===== src/spi_status_pkg.sv =====
// Register map, field positions, reset values and codes for the status block.
package spi_status_pkg;

	// ------------------------------------------------------------
	// Register offsets
	// ------------------------------------------------------------
	localparam logic [7:0] OFS_DEBUG_CONTROL = 8'h08;
	localparam logic [7:0] OFS_RATE_DIVISOR = 8'h0a;
	localparam logic [7:0] OFS_IRQ_ENABLE_CLEAR = 8'h0c;
	localparam logic [7:0] OFS_IRQ_ENABLE_SET = 8'h0d;
	localparam logic [7:0] OFS_IRQ_FLAGS = 8'h0e;
	localparam logic [7:0] OFS_UNIT_STATUS = 8'h10;
	localparam logic [7:0] OFS_SLAVE_MATCH_CONFIG = 8'h14;

	// ------------------------------------------------------------
	// Field positions
	// ------------------------------------------------------------
	localparam int BIT_HALT_ON_DEBUG = 0;
	localparam int BIT_RECEIVE_COMPLETE = 2;
	localparam int BIT_TRANSMIT_COMPLETE = 1;
	localparam int BIT_DATA_REGISTER_EMPTY = 0;
	localparam int BIT_SYNC_BUSY_A = 15;
	localparam int BIT_BUFFER_OVERFLOW = 2;
	localparam int POS_MATCH_ADDR = 0;
	localparam int POS_MATCH_MASK = 16;

	// ------------------------------------------------------------
	// Reset values
	// ------------------------------------------------------------
	localparam logic [7:0] RST_DEBUG_CONTROL = 8'h00;
	localparam logic [7:0] RST_RATE_DIVISOR = 8'h00;
	localparam logic [2:0] RST_IRQ_ENABLE = 3'h0;
	localparam logic [7:0] RST_MATCH_FIELD = 8'h00;

	// ------------------------------------------------------------
	// Slave match modes
	// ------------------------------------------------------------
	localparam logic [1:0] MATCH_MASK = 2'h0;
	localparam logic [1:0] MATCH_TWO_ADDRS = 2'h1;
	localparam logic [1:0] MATCH_RANGE = 2'h2;

	// ------------------------------------------------------------
	// Receive transaction states
	// ------------------------------------------------------------
	typedef enum logic [1:0] {
		TXN_IDLE,
		TXN_ACCEPT,
		TXN_DROP
	} txn_e;

endpackage


===== src/rate_generator.sv =====
// Serial clock generator driven by the rate divisor, with debug halt.
module rate_generator
	import spi_status_pkg::*;
#(
	parameter int WIDTH = 8
) (
	input wire logic sys_clk_i,
	input wire logic rst_b_i,
	input wire logic run_i,
	input wire logic halt_i,
	input wire logic [WIDTH-1:0] divisor_i,
	output logic tick_o,
	output logic sck_o
);

	logic [WIDTH-1:0] count;
	logic sck;
	logic tick;
	wire at_end = (count == divisor_i);
	wire advance = run_i && !halt_i;

	// Half period is divisor plus one cycles, so the serial clock is ref / (2 * (divisor + 1)).
	always_ff @(posedge sys_clk_i or negedge rst_b_i) begin
		if (!rst_b_i) begin
			count <= '0;
			sck <= 1'b0;
			tick <= 1'b0;
		end else if (!run_i) begin
			count <= '0;
			sck <= 1'b0;
			tick <= 1'b0;
		end else if (advance) begin
			count <= at_end ? '0 : count + 1'b1;
			sck <= at_end ? !sck : sck;
			tick <= at_end;
		end else begin
			tick <= 1'b0;
		end
	end

	assign tick_o = tick;
	assign sck_o = sck;

endmodule


===== src/spi_status_interrupt_regs.sv =====
// Status, interrupt, debug and slave address match registers of the serial unit.
// How it works
// Debug stop halts the rate generator.
// Eight-bit divisor, writable only while disabled.
// Enable-clear writes one to clear; reads enables.
// Enable-set writes one to set enables.
// Receive bit 2, transmit bit 1, empty bit 0.
// Receive flag while unread; cleared by read, disable.
// Matched address is first received item.
// Master: transmit flag when shifted, nothing waiting.
// Slave: transmit flag on select high, matched.
// Transmit flag cleared by write one, new data.
// Empty flag set when free, cleared by data.
// Sync busy bit 15 while crossing domains.
// Overflow bit 2 set on overflow, write-one clears.
// Overflow belongs to next unread character.
// Overflowed character reads as zero.
// Match mask 23:16, address 7:0, protected.
// Immediate notify sets overflow now, else in-stream.
// Match mode: mask, two addresses, or range.
// Interrupt when any enabled flag is set.
module spi_status_interrupt_regs
	import spi_status_pkg::*;
#(
	parameter int CHAR_WIDTH = 9,
	parameter int RX_DEPTH = 2
) (
	input wire logic sys_clk_i,
	input wire logic rst_b_i,
	input wire logic [7:0] reg_addr_i,
	input wire logic reg_write_i,
	input wire logic reg_read_i,
	input wire logic [31:0] reg_wdata_i,
	output logic [31:0] reg_rdata_o,
	input wire logic unit_enable_i,
	input wire logic rx_enable_i,
	input wire logic master_mode_i,
	input wire logic debug_halted_i,
	input wire logic immediate_overflow_notify_i,
	input wire logic match_enable_i,
	input wire logic [1:0] slave_match_mode_i,
	input wire logic sync_pending_i,
	input wire logic rx_char_valid_i,
	input wire logic [CHAR_WIDTH-1:0] rx_char_i,
	input wire logic select_high_i,
	input wire logic shift_done_i,
	input wire logic tx_taken_i,
	input wire logic data_write_i,
	input wire logic data_read_i,
	output logic [CHAR_WIDTH-1:0] received_word_o,
	output logic rate_tick_o,
	output logic sck_gen_o,
	output logic irq_o
);

	localparam int PTR_W = $clog2(RX_DEPTH);
	localparam logic [PTR_W:0] DEPTH_CNT = (PTR_W+1)'(RX_DEPTH);

	// ------------------------------------------------------------
	// Register storage
	// ------------------------------------------------------------
	logic halt_on_debug;
	logic [7:0] rate_divisor;
	logic [2:0] irq_enable;
	logic receive_complete;
	logic transmit_complete;
	logic data_register_empty;
	logic sync_busy_a;
	logic buffer_overflow;
	logic buffer_overflow_seen;
	logic [7:0] match_addr;
	logic [7:0] match_mask_or_second;
	logic [31:0] rdata;
	txn_e txn_state;
	txn_e next_txn_state;
	logic txn_matched;

	// ------------------------------------------------------------
	// Receive buffer storage
	// ------------------------------------------------------------
	logic [CHAR_WIDTH-1:0] rx_data [RX_DEPTH];
	logic [RX_DEPTH-1:0] rx_ovf;
	logic [PTR_W-1:0] rd_ptr;
	logic [PTR_W-1:0] wr_ptr;
	logic [PTR_W:0] rx_count;

	// ------------------------------------------------------------
	// Register decode
	// ------------------------------------------------------------
	wire sel_debug = (reg_addr_i == OFS_DEBUG_CONTROL);
	wire sel_rate = (reg_addr_i == OFS_RATE_DIVISOR);
	wire sel_en_clr = (reg_addr_i == OFS_IRQ_ENABLE_CLEAR);
	wire sel_en_set = (reg_addr_i == OFS_IRQ_ENABLE_SET);
	wire sel_flags = (reg_addr_i == OFS_IRQ_FLAGS);
	wire sel_status = (reg_addr_i == OFS_UNIT_STATUS);
	wire sel_match = (reg_addr_i == OFS_SLAVE_MATCH_CONFIG);

	wire wr_debug = reg_write_i && sel_debug;
	// Divisor and match writes are discarded while the unit is enabled.
	wire wr_rate = reg_write_i && sel_rate && !unit_enable_i;
	wire wr_match = reg_write_i && sel_match && !unit_enable_i;
	wire wr_en_clr = reg_write_i && sel_en_clr;
	wire wr_en_set = reg_write_i && sel_en_set;
	wire wr_flags = reg_write_i && sel_flags;
	wire wr_status = reg_write_i && sel_status;

	wire [2:0] en_clr_bits = wr_en_clr ? reg_wdata_i[2:0] : 3'h0;
	wire [2:0] en_set_bits = wr_en_set ? reg_wdata_i[2:0] : 3'h0;
	wire clear_tc_sw = wr_flags && reg_wdata_i[BIT_TRANSMIT_COMPLETE];
	wire clear_ovf_sw = wr_status && reg_wdata_i[BIT_BUFFER_OVERFLOW];

	// ------------------------------------------------------------
	// Slave address match
	// ------------------------------------------------------------
	wire [7:0] cand = rx_char_i[7:0];
	wire hit_mask = ((cand ^ match_addr) & ~match_mask_or_second) == 8'h00;
	wire hit_two = (cand == match_addr) || (cand == match_mask_or_second);
	wire hit_range = (cand <= match_addr) && (cand >= match_mask_or_second);
	// Mode 3 is reserved and never matches, so such a transaction is dropped.
	wire addr_hit = (slave_match_mode_i == MATCH_MASK) ? hit_mask :
		(slave_match_mode_i == MATCH_TWO_ADDRS) ? hit_two :
		(slave_match_mode_i == MATCH_RANGE) ? hit_range : 1'b0;
	wire use_match = match_enable_i && !master_mode_i;
	wire first_char = rx_char_valid_i && (txn_state == TXN_IDLE);

	always_comb begin
		next_txn_state = txn_state;
		case (txn_state)
			TXN_IDLE: begin
				if (first_char && use_match) begin
					next_txn_state = addr_hit ? TXN_ACCEPT : TXN_DROP;
				end else if (first_char) begin
					next_txn_state = TXN_ACCEPT;
				end
			end
			TXN_ACCEPT, TXN_DROP: begin
				if (select_high_i || !rx_enable_i) begin
					next_txn_state = TXN_IDLE;
				end
			end
			default: begin
				next_txn_state = TXN_IDLE;
			end
		endcase
	end

	// An unmatched transaction is dropped whole, address included.
	wire drop_char = (txn_state == TXN_DROP) || (first_char && use_match && !addr_hit);
	// The matched address enters the buffer like any data character.
	wire accept_char = rx_enable_i && rx_char_valid_i && !drop_char;

	always_ff @(posedge sys_clk_i or negedge rst_b_i) begin
		if (!rst_b_i) begin
			txn_state <= TXN_IDLE;
			txn_matched <= 1'b0;
		end else begin
			txn_state <= next_txn_state;
			if (first_char) begin
				txn_matched <= !use_match || addr_hit;
			end
		end
	end

	// ------------------------------------------------------------
	// Receive buffer
	// ------------------------------------------------------------
	wire rx_full = (rx_count == DEPTH_CNT);
	wire rx_empty = (rx_count == '0);
	wire pop = data_read_i && !rx_empty;
	wire push = accept_char && !rx_full;
	// A character arriving on a full buffer is lost; without a pop in that cycle
	// the newest slot stands for it, reading zero with its overflow mark.
	wire overflow = accept_char && rx_full && !pop;
	wire [PTR_W-1:0] last_ptr = wr_ptr - 1'b1;
	wire next_head_ovf = rx_ovf[PTR_W'(rd_ptr + 1'b1)];
	wire rx_flush = !rx_enable_i;

	generate
		for (genvar i = 0; i < RX_DEPTH; i++) begin : g_slot
			wire wr_here = push && (wr_ptr == PTR_W'(i));
			wire ovf_here = overflow && (last_ptr == PTR_W'(i));
			always_ff @(posedge sys_clk_i or negedge rst_b_i) begin
				if (!rst_b_i) begin
					rx_data[i] <= '0;
					rx_ovf[i] <= 1'b0;
				end else if (rx_flush) begin
					rx_ovf[i] <= 1'b0;
				end else if (ovf_here) begin
					rx_data[i] <= '0;
					rx_ovf[i] <= 1'b1;
				end else if (wr_here) begin
					rx_data[i] <= rx_char_i;
					rx_ovf[i] <= 1'b0;
				end
			end
		end
	endgenerate

	always_ff @(posedge sys_clk_i or negedge rst_b_i) begin
		if (!rst_b_i) begin
			rd_ptr <= '0;
			wr_ptr <= '0;
			rx_count <= '0;
		end else if (rx_flush) begin
			rd_ptr <= '0;
			wr_ptr <= '0;
			rx_count <= '0;
		end else begin
			rd_ptr <= pop ? PTR_W'(rd_ptr + 1'b1) : rd_ptr;
			wr_ptr <= push ? PTR_W'(wr_ptr + 1'b1) : wr_ptr;
			rx_count <= rx_count + (PTR_W+1)'(push) - (PTR_W+1)'(pop);
		end
	end

	// ------------------------------------------------------------
	// Overflow status
	// ------------------------------------------------------------
	// In-stream notification: the bit rises when the overflowed slot
	// becomes the next one to read, either now or after a pop.
	wire ovf_in_stream = !immediate_overflow_notify_i &&
		((pop && next_head_ovf) ||
		(overflow && rx_count == 1 && !pop) ||
		(!pop && !rx_empty && rx_ovf[rd_ptr] && !buffer_overflow_seen));
	wire set_ovf = (immediate_overflow_notify_i && overflow) || ovf_in_stream;

	always_ff @(posedge sys_clk_i or negedge rst_b_i) begin
		if (!rst_b_i) begin
			buffer_overflow <= 1'b0;
			buffer_overflow_seen <= 1'b0;
		end else if (rx_flush) begin
			buffer_overflow <= 1'b0;
			buffer_overflow_seen <= 1'b0;
		end else begin
			// Set wins over a write-one clear in the same cycle.
			buffer_overflow <= set_ovf || (buffer_overflow && !clear_ovf_sw);
			buffer_overflow_seen <= pop ? 1'b0 : (buffer_overflow_seen || set_ovf);
		end
	end

	// ------------------------------------------------------------
	// Flags
	// ------------------------------------------------------------
	wire tc_master = master_mode_i && shift_done_i && data_register_empty;
	wire tc_slave = !master_mode_i && select_high_i && (!use_match || txn_matched);
	wire set_tc = tc_master || tc_slave;
	wire clear_tc = clear_tc_sw || data_write_i;

	always_ff @(posedge sys_clk_i or negedge rst_b_i) begin
		if (!rst_b_i) begin
			transmit_complete <= 1'b0;
			data_register_empty <= 1'b1;
			receive_complete <= 1'b0;
			sync_busy_a <= 1'b0;
		end else begin
			transmit_complete <= set_tc || (transmit_complete && !clear_tc);
			// Flag writes never touch the empty flag.
			data_register_empty <= tx_taken_i || (data_register_empty && !data_write_i);
			// Taken from the count after this edge, so the flag never lags a pop.
			receive_complete <= !rx_flush && ((rx_count + (PTR_W+1)'(push)
				- (PTR_W+1)'(pop)) != '0);
			// Bit 15 is read-only here and follows the pending input one cycle late.
			sync_busy_a <= sync_pending_i;
		end
	end

	// ------------------------------------------------------------
	// Control registers
	// ------------------------------------------------------------
	always_ff @(posedge sys_clk_i or negedge rst_b_i) begin
		if (!rst_b_i) begin
			halt_on_debug <= RST_DEBUG_CONTROL[BIT_HALT_ON_DEBUG];
			rate_divisor <= RST_RATE_DIVISOR;
			irq_enable <= RST_IRQ_ENABLE;
			match_addr <= RST_MATCH_FIELD;
			match_mask_or_second <= RST_MATCH_FIELD;
		end else begin
			if (wr_debug) begin
				halt_on_debug <= reg_wdata_i[BIT_HALT_ON_DEBUG];
			end
			if (wr_rate) begin
				rate_divisor <= reg_wdata_i[7:0];
			end
			irq_enable <= (irq_enable & ~en_clr_bits) | en_set_bits;
			if (wr_match) begin
				match_addr <= reg_wdata_i[POS_MATCH_ADDR +: 8];
				match_mask_or_second <= reg_wdata_i[POS_MATCH_MASK +: 8];
			end
		end
	end

	// ------------------------------------------------------------
	// Read data
	// ------------------------------------------------------------
	wire [2:0] flag_bits = {receive_complete, transmit_complete, data_register_empty};
	wire [15:0] status_bits = (16'(sync_busy_a) << BIT_SYNC_BUSY_A) |
		(16'(buffer_overflow) << BIT_BUFFER_OVERFLOW);
	wire [31:0] match_bits = (32'(match_mask_or_second) << POS_MATCH_MASK) |
		(32'(match_addr) << POS_MATCH_ADDR);
	wire [31:0] read_mux = sel_debug ? 32'(halt_on_debug) :
		sel_rate ? 32'(rate_divisor) :
		(sel_en_clr || sel_en_set) ? 32'(irq_enable) :
		sel_flags ? 32'(flag_bits) :
		sel_status ? 32'(status_bits) :
		sel_match ? match_bits : 32'h0000_0000;

	always_ff @(posedge sys_clk_i or negedge rst_b_i) begin
		if (!rst_b_i) begin
			rdata <= 32'h0000_0000;
			received_word_o <= '0;
		end else begin
			rdata <= reg_read_i ? read_mux : rdata;
			received_word_o <= rx_data[rd_ptr];
		end
	end

	assign reg_rdata_o = rdata;

	// ------------------------------------------------------------
	// Interrupt request
	// ------------------------------------------------------------
	assign irq_o = |(flag_bits & irq_enable);

	// ------------------------------------------------------------
	// Rate generator
	// ------------------------------------------------------------
	// Only a master makes the serial clock; a slave takes it from the far side.
	wire gen_run = unit_enable_i && master_mode_i;
	// The halt needs both the stop bit and a halted processor.
	wire gen_halt = halt_on_debug && debug_halted_i;

	rate_generator #(
		.WIDTH(8)
	) rate_generator_inst (
		.sys_clk_i(sys_clk_i),
		.rst_b_i(rst_b_i),
		.run_i(gen_run),
		.halt_i(gen_halt),
		.divisor_i(rate_divisor),
		.tick_o(rate_tick_o),
		.sck_o(sck_gen_o)
	);

endmodule


===== config.mk =====
export PLATFORM = sky130hd
export DESIGN_NAME = spi_status_interrupt_regs
export DESIGN_NICKNAME = d
export VERILOG_FILES = /design/src/spi_status_pkg.sv /design/src/rate_generator.sv /design/src/spi_status_interrupt_regs.sv
export SDC_FILE = /design/constraint.sdc
export NUM_CORES = 1
export LEC_CHECK = 0
export BUFFER_PORTS_ARGS = -buffer_cell sky130_fd_sc_hd__buf_4
export CORE_UTILIZATION = 55
export DETAILED_ROUTE_END_ITERATION = 16
export GPL_TIMING_DRIVEN = 0
export MAX_ROUTING_LAYER = met4
export PLACE_DENSITY = 0.8
export SETUP_SLACK_MARGIN = 0.1
export SLEW_MARGIN = 20
export SYNTH_ARGS = -nofsm -noshare
export SYNTH_HDL_FRONTEND = slang
export SYNTH_SLANG_ARGS = --single-unit

===== constraint.sdc =====
create_clock -name sys_clk_i -period 9.8 [get_ports sys_clk_i]
set_clock_uncertainty 0.05 [all_clocks]
set_input_delay 0.98 -clock sys_clk_i [delete_from_list [all_inputs] [get_ports sys_clk_i]]
set_output_delay 0.98 -clock sys_clk_i [all_outputs]
set_load 0.02 [all_outputs]

==> run_results.csv <==
group,metric,value,unit
clocking,cts_root_buf,"clkbuf_8",
outcome,status,"complete, no violations",
timing,hold_viol,0,
timing,rsz0062_at_grt,"no",
timing,min_period,3.94,ns
floorplanning,initial_core_util,56.7,%
synthesis,synthDistinctLibCells,54,
floorplanning,ios,112,
timing,maxSlewHeadroom,41.7,%
power,vdd_ir_drop_max,0.0958,mV
global_routing,grt_pass1_vias,4064,
floorplanning,coreArea,9240,µm²
synthesis,ys_seq_area_share,46.3,%
setup_path,crit_top_cell,"ha_1",
place,dp_hpwl,9080,µm
clocking,insertion_delay,0.37,ns
min_path,whs_path_depth,1,
timing,slew_violations,0,
place,numPortBuffers,78,
setup_path,arrival,4.13,ns
timing,tightest_slew,0.875,ns
setup_path,cp-start-kind,"input pin",
global_routing,top_usage_layer,"met2",
finish,area_growth,18.8,%
clocking,cts_hold_buf,0,
synthesis,syn_inst,509,
synthesis,synth_area,5240,µm²
timing,fin_setup_tns,0,ns
clocking,cts_resized,0,
global_routing,grt.met1_usage,34.8,%
drt,firstDrtPassIters,8,
drt,drt_iter0_markers,219,
drt,wire_per_inst,16.4,µm
drt,drc,0,
setup_path,cp_num_cells,14,
clocking,cts_sinks,97,
finish,nNetsFinal,701,
setup_path,crit_path_end_kind,"register",
synthesis,yosys_warnings,0,
synthesis,syn_avg_cell_area,10.3,µm²
power,p_per_area,173,nW/µm²
timing,post-route-period-util,40.2,%
timing,setup_viol,0,
synthesis,synth-seq-cells,97,
global_routing,grt_first_pass_wirelength,19800,µm
clocking,postCtsSetupRepairBufs,0,
floorplanning,dieArea,9920,µm²
setup_path,cp_cell_sequence,"buf_4 -> ha_1 -> nand4_1 -> nor2_1 -> o21ai_0 -> nand4b_1 -> o311ai_4 -> or2_4 -> buf_6 -> ha_1 -> inv_1 -> ha_1 -> and2_1 -> or2_2",
clocking,cts_inserted_buffers,9,
drt,drtAntennaViolNets,0,
global_routing,grt_max_degree,98,
setup_path,required,9.99,ns
setup_path,slowest_delay,0.42,ns
clocking,cts_tree,"yes",
global_routing,grt_overflow,0,
synthesis,synth_area_leaders,"dfrtp_1, mux2_2, a221oi_2",
setup_path,path_max_fanout,10,
setup_path,slowest_stage,"o311ai_4",
floorplanning,row_count,35,
clocking,cts_max_level,3,
place,place_congestion,0.860,
timing,fmaxAchievable,254,MHz
setup_path,worstPathBufferInverterCount,3,
global_routing,grt_use_total,26.5,%
drt,avgViaCountPerCell,5.71,
min_path,hold_class,"reg2reg",
global_routing,antenna_found_initial,0,
setup_path,crit_family,"simple AND/OR/NAND/NOR gates",
floorplanning,chipHeight,99.6,µm
finish,final_cell_area,6220,µm²
floorplanning,chipWidth,99.6,µm
drt,routed_wl,12200,µm
synthesis,synth_edf_count,0,
setup_path,critical_path_class,"in2reg",
power,cellLeakagePower,2.84,nW
synthesis,synth-main-ff-cell,"dfrtp_1",
finish,diodes,0,
drt,vias,4258,
clocking,clockBufferDepth,2,
synthesis,synth_top_area_share,45.8,%
clocking,clk_pin_slew_worst_paths,0.10,ns
flow_run,maxCapViolCount,0,
synthesis,async_flop_share,100,%
finish,drive_gt1_share,27.7,%
synthesis,yosysTopAreaCell,"dfrtp_1",
global_routing,use_met3,4.29,%
setup_path,r2r_cells,14,
place,placed_cell_area,6040,µm²
global_routing,grt_use_met2,42.3,%
## metrics by stage
| stage | total power, W | instances | setup WS [ns] | hold slack [ns] | utilization (%) |
|---|---|---|---|---|---|
| after floorplan | 0.000725 | 523 | 5.95 | 0.395 | - |
| after global placement | 0.000826 | 730 | 5.63 | 0.404 | 65.4 |
| after detailed placement | 0.000842 | 730 | 5.54 | 0.411 | 65.4 |
| after CTS | 0.00108 | 746 | 5.92 | 0.423 | 67.4 |
| after global routing | 0.00114 | 746 | 5.74 | 0.444 | 67.4 |
| final | 0.00108 | 746 | 5.86 | 0.420 | 67.4 |
## routing by layer
layer  share of wire (%)  vias up
li1                    -     2001
met1                  44     2076
met2                  49      155
met3                 5.2       26
met4                 1.8        0
met5                   0        -
## synthesized netlist by cell type, types with 2 or more instances
master	n
a211oi_1	2
buf_6	4
a31oi_1	6
nand4_1	8
o21bai_1	2
a32o_1	3
nor2b_1	5
a221oi_2	18
a21oi_1	10
buf_2	4
o31ai_1	2
ha_1	21
nor3b_1	3
nor3_1	2
nand2b_1	3
nor4_1	23
and2_1	5
and3_1	2
a21o_1	3
o211ai_1	3
o21ai_0	36
dfrtp_1	96
o22ai_1	8
a222oi_1	4
xor2_1	12
buf_4	16
nand3b_1	3
nand3_1	18
a22oi_1	6
clkbuf_1	15
nand2_1	23
xnor2_1	4
nand4b_1	2
o21ai_1	10
nor2_1	22
mux2_2	29
inv_1	59
## power by group
part / switching, W / leakage (nW) / internal, W
Combinational: 0.000197 / 1.47 / 0.000140
Sequential: 0.0000346 / 1.28 / 0.000463
Clock: 0.000145 / 0.0822 / 0.000101
Total: 0.000376 / 2.84 / 0.000704
## layout by cell type, fill, tap and decap left out, types with 4 or more instances in the layout
| master | n |
|---|---|
| dfrtp_1 | 96 |
| buf_4 | 93 |
| inv_1 | 59 |
| o21ai_0 | 36 |
| mux2_2 | 29 |
| nand2_1 | 23 |
| nor4_1 | 23 |
| nor2_1 | 22 |
| ha_1 | 21 |
| nand3_1 | 18 |
| a221oi_2 | 18 |
| clkbuf_1 | 16 |
| conb_1 | 15 |
| xor2_1 | 12 |
| a21oi_1 | 10 |
| o21ai_1 | 10 |
| clkbuf_8 | 10 |
| nand4_1 | 8 |
| o22ai_1 | 8 |
| a31oi_1 | 6 |
| a22oi_1 | 6 |
| nor2b_1 | 5 |
| buf_6 | 5 |
| and2_1 | 5 |
| xnor2_1 | 4 |
| a222oi_1 | 4 |
| buf_2 | 4 |
## kinds of logic after synthesis
| kind of cell | Yosys count | share of synthesized area (%) |
|---|---|---|
| compound gates | 120 | 17.6 |
| xor+xnor | 16 | 2.67 |
| fa+ha+maj | 21 | 5.01 |
| buf+inv | 99 | 8.91 |
| flops | 97 | 46.3 |
| mux | 29 | 6.23 |
| other cells | 1 | 0.0716 |
| simple gates | 126 | 13.1 |
## flip-flops by register name (all words and copies together) (netlist names), 2 cells and up
register	flops
txn_state	2
match_addr	8
reg_rdata_o	17
irq_enable	3
match_mask_or_second	8
rx_ovf	2
received_word_o	9
rx_data	18
rx_count	2
rate_divisor	8
rate_generator_inst.count	8
## area by class of cell
| class | count | area, µm² |
|---|---|---|
| multi-input cells | 327 | 2400 |
| flip-flops and latches | 97 | 2430 |
| well taps | 129 | 161 |
| plain buffers | 39 | 241 |
| repair buffers | 78 | 589 |
| fillers | 691 | 3020 |
| clock inverters | 5 | 40.0 |
| clock buffers | 11 | 141 |
| inverters | 60 | 225 |
## path summary, 6_finish.rpt
kind,startpoint,endpoint,slack [ns]
setup / recovery,rx_char_i[7],receive_complete$_DFF_PN0_,5.86
hold / removal,rate_generator_inst.sck_o$_DFFE_PN0P_,rate_generator_inst.sck_o$_DFFE_PN0P_,0.42
setup reg to reg,match_addr[7]$_DFFE_PN0P_,receive_complete$_DFF_PN0_,6.20
hold reg to reg,rate_generator_inst.sck_o$_DFFE_PN0P_,rate_generator_inst.sck_o$_DFFE_PN0P_,0.42
max in group asynchronous,rst_b_i,txn_state[0]$_DFFE_PN0P_,8.46
min in group asynchronous,rst_b_i,sync_busy_a$_DFF_PN0_,0.65
## worst reg2reg max path, stage by stage (launching register included)
cell	delay, ns
dfrtp_1	0.39
inv_1	0.06
ha_1	0.32
nand4_1	0.13
nor2_1	0.08
o21ai_0	0.39
nand4b_1	0.31
o311ai_4	0.42
or2_4	0.21
buf_6	0.17
ha_1	0.25
inv_1	0.06
ha_1	0.21
and2_1	0.16
or2_2	0.28
Note: power is estimated with default switching activity, not from simulation.
